File: src/rmlvm_map.vh
// constants of the regulator mode and low-voltage monitor block
// assumes: included by the design files, one 200 MHz bus clock
//
// What this block does
// - detect status is read-only at bit 2; writes leave it unchanged.
// - status sets below assertion level, clears above deassertion, full-performance mode only.
// - change flag at bit 0 sets on every detect status change.
// - change flag clears only by writing one; writing zero does nothing.
// - enable bit 1 gates the change flag onto the interrupt request.
// - entering reduced-power mode sets the change flag if detect status was one.
// - enabled and not stopped means full mode with detect, reset, power-on.
// - stop mode with enable pin high means reduced-power mode; only power-on reset stays active.
// - enable pin low means shutdown, outputs high impedance, power-on only.
// - enable pin high selects full or reduced mode from stop state.
// - low-voltage reset asserts below assertion, negates above deassertion, full mode only.
// - power-on reset output high while supply below threshold, all modes.
`ifndef RMLVM_MAP_VH
`define RMLVM_MAP_VH

// ==========================================================
// register offsets
`define RMLVM_ADDR_W 8
`define RMLVM_OFS_CTRL 8'h00
`define RMLVM_OFS_IRQ_STATUS 8'h01
`define RMLVM_OFS_IRQ_MASK 8'h02
`define RMLVM_OFS_MODE 8'h03

// ==========================================================
// control register fields
`define RMLVM_CTRL_CHG_FLAG 0
`define RMLVM_CTRL_IRQ_EN 1
`define RMLVM_CTRL_DET_STAT 2

// ==========================================================
// event status / mask fields
`define RMLVM_EVT_W 3
`define RMLVM_EVT_DET_CHG 0
`define RMLVM_EVT_LVR 1
`define RMLVM_EVT_POR 2

// ==========================================================
// mode codes and reset values
`define RMLVM_MODE_SHUTDOWN 2'h0
`define RMLVM_MODE_FULL 2'h1
`define RMLVM_MODE_REDUCED 2'h2
`define RMLVM_RST_IRQ_EN 1'h0
`define RMLVM_RST_MASK 3'h0

// ==========================================================
// comparator synchronizer
`define RMLVM_SYNC_W 5
`define RMLVM_CMP_DET_A 0
`define RMLVM_CMP_DET_D 1
`define RMLVM_CMP_LVR_A 2
`define RMLVM_CMP_LVR_D 3
`define RMLVM_CMP_POR 4

`endif

File: src/rmlvm_top.v
// regulator mode control, supervisor gating and control/status registers
// assumes: bus strobes are one cycle and synchronous to i_mclk;
// stop and enable pin are synchronous; comparator results are not
`timescale 1ns/1ps
`include "rmlvm_map.vh"

module rmlvm_top (
  input wire i_mclk,
  input wire i_rst_n,
  input wire [`RMLVM_ADDR_W-1:0] i_addr,
  input wire [7:0] i_wr_data,
  input wire i_wr_stb,
  input wire i_rd_stb,
  input wire i_stop_mode,
  input wire i_regulator_enable_pin,
  input wire i_vdda_below_det_assert,
  input wire i_vdda_above_det_deassert,
  input wire i_vdd_below_lvr_assert,
  input wire i_vdd_above_lvr_deassert,
  input wire i_vdd_below_por,
  output reg [7:0] o_rd_data,
  output reg o_low_voltage_interrupt,
  output reg o_irq,
  output reg o_low_voltage_reset_out,
  output reg o_por_out,
  output reg [1:0] o_mode,
  output reg o_reg_outputs_drive,
  output reg o_low_voltage_detector_active,
  output reg o_low_voltage_reset_active
);

  // ==========================================================
  // comparator synchronization
  wire [`RMLVM_SYNC_W-1:0] cmp_raw;
  wire [`RMLVM_SYNC_W-1:0] cmp_s;

  // power-on bit enters inverted, so a flushed synchronizer reads "below": no false release
  assign cmp_raw = {~i_vdd_below_por, i_vdd_above_lvr_deassert, i_vdd_below_lvr_assert,
                    i_vdda_above_det_deassert, i_vdda_below_det_assert};

  rmlvm_sync u_sync (
    .i_mclk(i_mclk),
    .i_rst_n(i_rst_n),
    .i_async(cmp_raw),
    .o_sync(cmp_s)
  );

  // ==========================================================
  // hysteresis helper
  // below the assertion level sets, above deassertion clears, else holds
  function hyst_next;
    input cur;
    input below_assert;
    input above_deassert;
    begin
      if (below_assert) begin
        hyst_next = 1'b1;
      end else if (above_deassert) begin
        hyst_next = 1'b0;
      end else begin
        hyst_next = cur;
      end
    end
  endfunction

  // ==========================================================
  // operating mode
  localparam [1:0] MODE_SHUTDOWN = `RMLVM_MODE_SHUTDOWN;
  localparam [1:0] MODE_FULL = `RMLVM_MODE_FULL;
  localparam [1:0] MODE_REDUCED = `RMLVM_MODE_REDUCED;

  reg [1:0] mode_q;
  reg [1:0] mode_d;

  // the enable pin is assumed static while powered, so no debounce here
  always @* begin
    case ({i_regulator_enable_pin, i_stop_mode})
      2'b10: begin
        mode_d = MODE_FULL;
      end
      2'b11: begin
        mode_d = MODE_REDUCED;
      end
      2'b00, 2'b01: begin
        mode_d = MODE_SHUTDOWN;
      end
      default: begin
        mode_d = MODE_SHUTDOWN;
      end
    endcase
  end

  wire full_d;
  assign full_d = (mode_d == MODE_FULL);

  // ==========================================================
  // supervisor state
  reg det_stat_q;
  reg det_stat_d;
  reg lvr_q;
  reg lvr_d;
  reg por_q;

  always @* begin
    // outside full mode both monitors are switched off and read zero
    if (full_d) begin
      det_stat_d = hyst_next(det_stat_q, cmp_s[`RMLVM_CMP_DET_A],
                             cmp_s[`RMLVM_CMP_DET_D]);
      lvr_d = hyst_next(lvr_q, cmp_s[`RMLVM_CMP_LVR_A],
                        cmp_s[`RMLVM_CMP_LVR_D]);
    end else begin
      det_stat_d = 1'b0;
      lvr_d = 1'b0;
    end
  end

  wire det_change;
  wire lvr_rise;
  wire por_rise;

  assign det_change = det_stat_d ^ det_stat_q;
  assign lvr_rise = lvr_d & ~lvr_q;
  assign por_rise = ~cmp_s[`RMLVM_CMP_POR] & ~por_q;

  // ==========================================================
  // register bus decode
  wire wr_ctrl;
  wire wr_mask;
  wire rd_status;

  assign wr_ctrl = i_wr_stb && (i_addr == `RMLVM_OFS_CTRL);
  assign wr_mask = i_wr_stb && (i_addr == `RMLVM_OFS_IRQ_MASK);
  assign rd_status = i_rd_stb && (i_addr == `RMLVM_OFS_IRQ_STATUS);

  // ==========================================================
  // control register and event registers
  reg irq_en_q;
  reg chg_flag_q;
  reg chg_flag_d;
  reg [`RMLVM_EVT_W-1:0] evt_q;
  reg [`RMLVM_EVT_W-1:0] evt_d;
  reg [`RMLVM_EVT_W-1:0] mask_q;
  wire [`RMLVM_EVT_W-1:0] evt_set;

  assign evt_set = {por_rise, lvr_rise, det_change};

  always @* begin
    chg_flag_d = chg_flag_q;
    // write one clears; a change in the same cycle still wins
    if (wr_ctrl && i_wr_data[`RMLVM_CTRL_CHG_FLAG]) begin
      chg_flag_d = 1'b0;
    end
    if (det_change) begin
      chg_flag_d = 1'b1;
    end
    // a mode change that changes detect status also sets the flag
    evt_d = evt_q;
    if (rd_status) begin
      evt_d = {`RMLVM_EVT_W{1'b0}};
    end
    evt_d = evt_d | evt_set;
  end

  always @(posedge i_mclk) begin
    if (!i_rst_n) begin
      mode_q <= MODE_SHUTDOWN;
      det_stat_q <= 1'b0;
      lvr_q <= 1'b0;
      por_q <= 1'b1;
      irq_en_q <= `RMLVM_RST_IRQ_EN;
      chg_flag_q <= 1'b0;
      evt_q <= {`RMLVM_EVT_W{1'b0}};
      mask_q <= `RMLVM_RST_MASK;
    end else begin
      mode_q <= mode_d;
      det_stat_q <= det_stat_d;
      lvr_q <= lvr_d;
      por_q <= ~cmp_s[`RMLVM_CMP_POR];
      if (wr_ctrl) begin
        irq_en_q <= i_wr_data[`RMLVM_CTRL_IRQ_EN];
      end
      chg_flag_q <= chg_flag_d;
      evt_q <= evt_d;
      if (wr_mask) begin
        mask_q <= i_wr_data[`RMLVM_EVT_W-1:0];
      end
    end
  end

  // ==========================================================
  // read path
  // detect status bit only ever comes from the monitor, not the bus
  reg [7:0] rd_mux;

  always @* begin
    rd_mux = 8'h00;
    case (i_addr)
      `RMLVM_OFS_CTRL: begin
        rd_mux[`RMLVM_CTRL_DET_STAT] = det_stat_q;
        rd_mux[`RMLVM_CTRL_IRQ_EN] = irq_en_q;
        rd_mux[`RMLVM_CTRL_CHG_FLAG] = chg_flag_q;
      end
      `RMLVM_OFS_IRQ_STATUS: begin
        rd_mux[`RMLVM_EVT_W-1:0] = evt_q;
      end
      `RMLVM_OFS_IRQ_MASK: begin
        rd_mux[`RMLVM_EVT_W-1:0] = mask_q;
      end
      `RMLVM_OFS_MODE: begin
        rd_mux[1:0] = mode_q;
      end
      default: begin
        rd_mux = 8'h00;
      end
    endcase
  end

  // ==========================================================
  // registered outputs
  // outputs lag the internal state by one cycle so all come from flops
  always @(posedge i_mclk) begin
    if (!i_rst_n) begin
      o_rd_data <= 8'h00;
      o_low_voltage_interrupt <= 1'b0;
      o_irq <= 1'b0;
      o_low_voltage_reset_out <= 1'b0;
      o_por_out <= 1'b1;
      o_mode <= MODE_SHUTDOWN;
      o_reg_outputs_drive <= 1'b0;
      o_low_voltage_detector_active <= 1'b0;
      o_low_voltage_reset_active <= 1'b0;
    end else begin
      o_rd_data <= i_rd_stb ? rd_mux : 8'h00;
      o_low_voltage_interrupt <= irq_en_q & chg_flag_q;
      o_irq <= |(evt_q & mask_q);
      o_low_voltage_reset_out <= lvr_q;
      o_por_out <= por_q;
      o_mode <= mode_q;
      o_reg_outputs_drive <= (mode_q != MODE_SHUTDOWN);
      o_low_voltage_detector_active <= (mode_q == MODE_FULL);
      o_low_voltage_reset_active <= (mode_q == MODE_FULL);
    end
  end

endmodule

File: src/rmlvm_sync.v
// two-flop synchronizer for the analog comparator results
// assumes: inputs are asynchronous levels, one clock, synchronous reset
`timescale 1ns/1ps
`include "rmlvm_map.vh"

module rmlvm_sync (
  input wire i_mclk,
  input wire i_rst_n,
  input wire [`RMLVM_SYNC_W-1:0] i_async,
  output reg [`RMLVM_SYNC_W-1:0] o_sync
);

  reg [`RMLVM_SYNC_W-1:0] meta_q;

  // first stage is read only by the second stage
  always @(posedge i_mclk) begin
    if (!i_rst_n) begin
      meta_q <= {`RMLVM_SYNC_W{1'b0}};
      o_sync <= {`RMLVM_SYNC_W{1'b0}};
    end else begin
      meta_q <= i_async;
      o_sync <= meta_q;
    end
  end

endmodule

File: config.mk
export PLATFORM = sky130hd
export DESIGN_NAME = rmlvm_top
export DESIGN_NICKNAME = d
export VERILOG_FILES = /design/src/rmlvm_top.v /design/src/rmlvm_sync.v
export VERILOG_INCLUDE_DIRS = /design/src
export SDC_FILE = /design/constraint.sdc
export NUM_CORES = 1
export LEC_CHECK = 0
export BUFFER_PORTS_ARGS = -buffer_cell sky130_fd_sc_hd__clkbuf_2
export CAP_MARGIN = 15
export CORE_ASPECT_RATIO = 0.9
export CORE_UTILIZATION = 50
export DETAILED_ROUTE_END_ITERATION = 12
export GPL_ROUTABILITY_DRIVEN = 0
export PLACE_DENSITY = 0.87
export SYNTH_ARGS = -nofsm -noshare
export SYNTH_HDL_FRONTEND = slang
export SYNTH_SLANG_ARGS = --single-unit
File: constraint.sdc
create_clock -name i_mclk -period 1.55 [get_ports i_mclk]
set_input_delay 0.155 -clock i_mclk [delete_from_list [all_inputs] [get_ports i_mclk]]
set_output_delay 0.155 -clock i_mclk [all_outputs]
set_load 0.02 [all_outputs]
==> results.cfg <==
[final_layout]
finish.instance_area_mm2 = 0.00145
drive_gt1_share_pct = 31.1
layout.nets = 179
post-route-util_pct = 64.5
synthToLayoutAreaGrowth_pct = 17.8
antennaDiodeCount = 0
instances_no_fill = 178

[setup_path]
cp-start-kind = flip-flop
worstPathArrival_ns = 1.25
path_cells = mux4_2 -> nor2b_1
end_kind = flip-flop
cp_slowest_cell = mux4_2
cp_slowest_stage_delay_ns = 0.44
crit_fanout = 3
setup.worst_path.class = reg -> reg
worstPathRequired_ns = 1.77

[timing]
setup_viol = 0
skew_ns = 0.0110
final-hold-violation-count = 0
finalCritPeriodShare_pct = 66.5
max_freq_mhz = 971
slew_viol_final = 0
min_period_ns = 1.03
setup_tns_ns = 0
rsz0062_at_grt = false

[clock_network]
h-tree-depth = 2
cts_tree = yes
cts-root-buf = clkbuf_4
clkSlewWorstSetupHoldPaths_ns = 0.10
cts_resized = 0
cts_inserted_buffers = 5
clk_latency_ns = 0.33
clkSinkCount = 34
clockBufferDepth = 2
post_cts_buffers = 0
hold_buffers = 1

[logic_synthesis]
yosysMostFrequentCell = dfxtp_1
async_flop_share_pct = 0
yosys-top-cells-count = dfxtp_1 (34), and2_1 (12), nand2_1 (10)
synth_top_area_share_pct = 55.5
ys_ff_latch = 34
synth.area.top_cells = dfxtp_1 (55%), and2_1 (6.1%), buf_4 (3.7%)
yosys_warnings = 0
syn_area_mm2 = 0.00123
synth.avg_cell_area_um2 = 10.6
synth-seq-area-share_pct = 55.5
synth_edf_count = 0
ys.flop_type = dfxtp_1
synthCells = 116
netlist.top_cell.by_area = dfxtp_1
yosysUniqueCellTypes = 31

[status]
outcome = complete, no violations

[drt]
first_iter_violations = 15
wl_per_cell_um = 10.8
remaining_drc_errors = 0
first_pass_iters = 4
vias_per_cell = 5.02
drt-total-wl_mm = 1.93
vias = 894
antenna_left = 0

[pwr]
power_per_cell_area_mw_per_mm2 = 1020
power_w = 0.00148
leakage_nw = 0.640
vdd_drop_max_uv = 654

[grt]
grt_pass1_vias = 801
grt_usage_pct = 17.1
antenna_found_initial = 0
grt_pass1_wl_mm = 3.19
overflow = 0
grt_max_degree = 19

[worst_hold_path]
hold_path.class = in -> reg

[floorplan]
die_h_um = 49.0
dieArea_mm2 = 0.00266
rows = 16
core_area_mm2 = 0.00224
die_x_um = 54.2
start_util_pct = 54.7
ioPinCount = 44

[run]
cap_violations = 0

[placed_design]
dpl.hpwl_mm = 1.48
placedCellCount = 171
io_buffers = 33
place_area_mm2 = 0.00139
-- path summary, 6_finish.rpt --
check                                    from                     endpoint  slack (ns)  cells past startpoint
setup reg to reg       mask_q[0]$_SDFFE_PN0P_      o_rd_data[0]$_SDFF_PN0_        0.52                      2
setup / recovery       mask_q[0]$_SDFFE_PN0P_      o_rd_data[0]$_SDFF_PN0_        0.52                      2
hold reg to reg   u_sync.o_sync[4]$_SDFF_PN0_             por_q$_SDFF_PN1_        0.41                      1
hold / removal        i_vdda_below_det_assert  u_sync.meta_q[0]$_SDFF_PN0_        0.03                      2
-- worst max-delay path: cells and delay by family, from the launching register on --
kind,cells,cell delay [ns]
flip-flops,1,0.34
multiplexers,1,0.44
AND/OR/NAND/NOR,1,0.14
-- metal layers --
layer | part of all wire (%) | GRT usage [%]
met5 | 0 | 0
met4 | 2.1 | 7.69
met3 | 7.8 | 9.35
met2 | 52 | 27.6
met1 | 39 | 17.5
-- state kept, by name, indices dropped and copies added, names as in the netlist, 2 cells and up --
register	count
mask_q	3
u_sync.o_sync	5
u_sync.meta_q	5
evt_q	3
o_rd_data	3
mode_q	2
o_mode	2
-- cell families (layout without fill, tap and decap cells) --
| kind of cell | count (synthesis) | after routing | synth area share (%) |
|---|---|---|---|
| compound gates | 15 | 15 | 8.56 |
| buf+inv | 15 | 46 | 6.73 |
| simple gates | 48 | 48 | 24.5 |
| other cells | 1 | 5 | 0.306 |
| mux | 3 | 3 | 4.48 |
| flops | 34 | 34 | 55.5 |
-- cell usage in the layout, fill, tap and decap left out, drive strengths merged, types with 2 or more instances in the layout --
cell,n
dfxtp,34
nand2,10
nand2b,3
nand3,5
and2,12
and3,2
clkbuf,39
conb,5
a21oi,2
nor2,4
inv,5
o21ai,5
nor2b,6
mux4,2
-- final cells by class --
cell class                      count  area (µm²)
Clock buffer                        6        51.3
Fill cell                         192         796
Inverter                            5        18.8
Multi-Input combinational cell     71         479
Sequential cell                    34         681
Tap cell                           27        33.8
Timing Repair Buffer               35         183
-- per-stage QoR --
stage          setup WS, ns  hold WS [ns]
2_1_floorplan         0.461         0.227
3_3_place_gp          0.307         0.313
3_5_place_dp          0.246         0.316
4_1_cts               0.522        0.0127
5_1_grt               0.476        0.0128
6_report              0.520        0.0302
-- report_power, final --
group | switching, W | leakage, nW | total, W | internal, W
Sequential | 0.00000884 | 0.277 | 0.000904 | 0.000896
Combinational | 0.0000604 | 0.333 | 0.000109 | 0.0000488
Clock | 0.000257 | 0.0302 | 0.000461 | 0.000204
No activity file was read; power rests on OpenSTA's default activity.
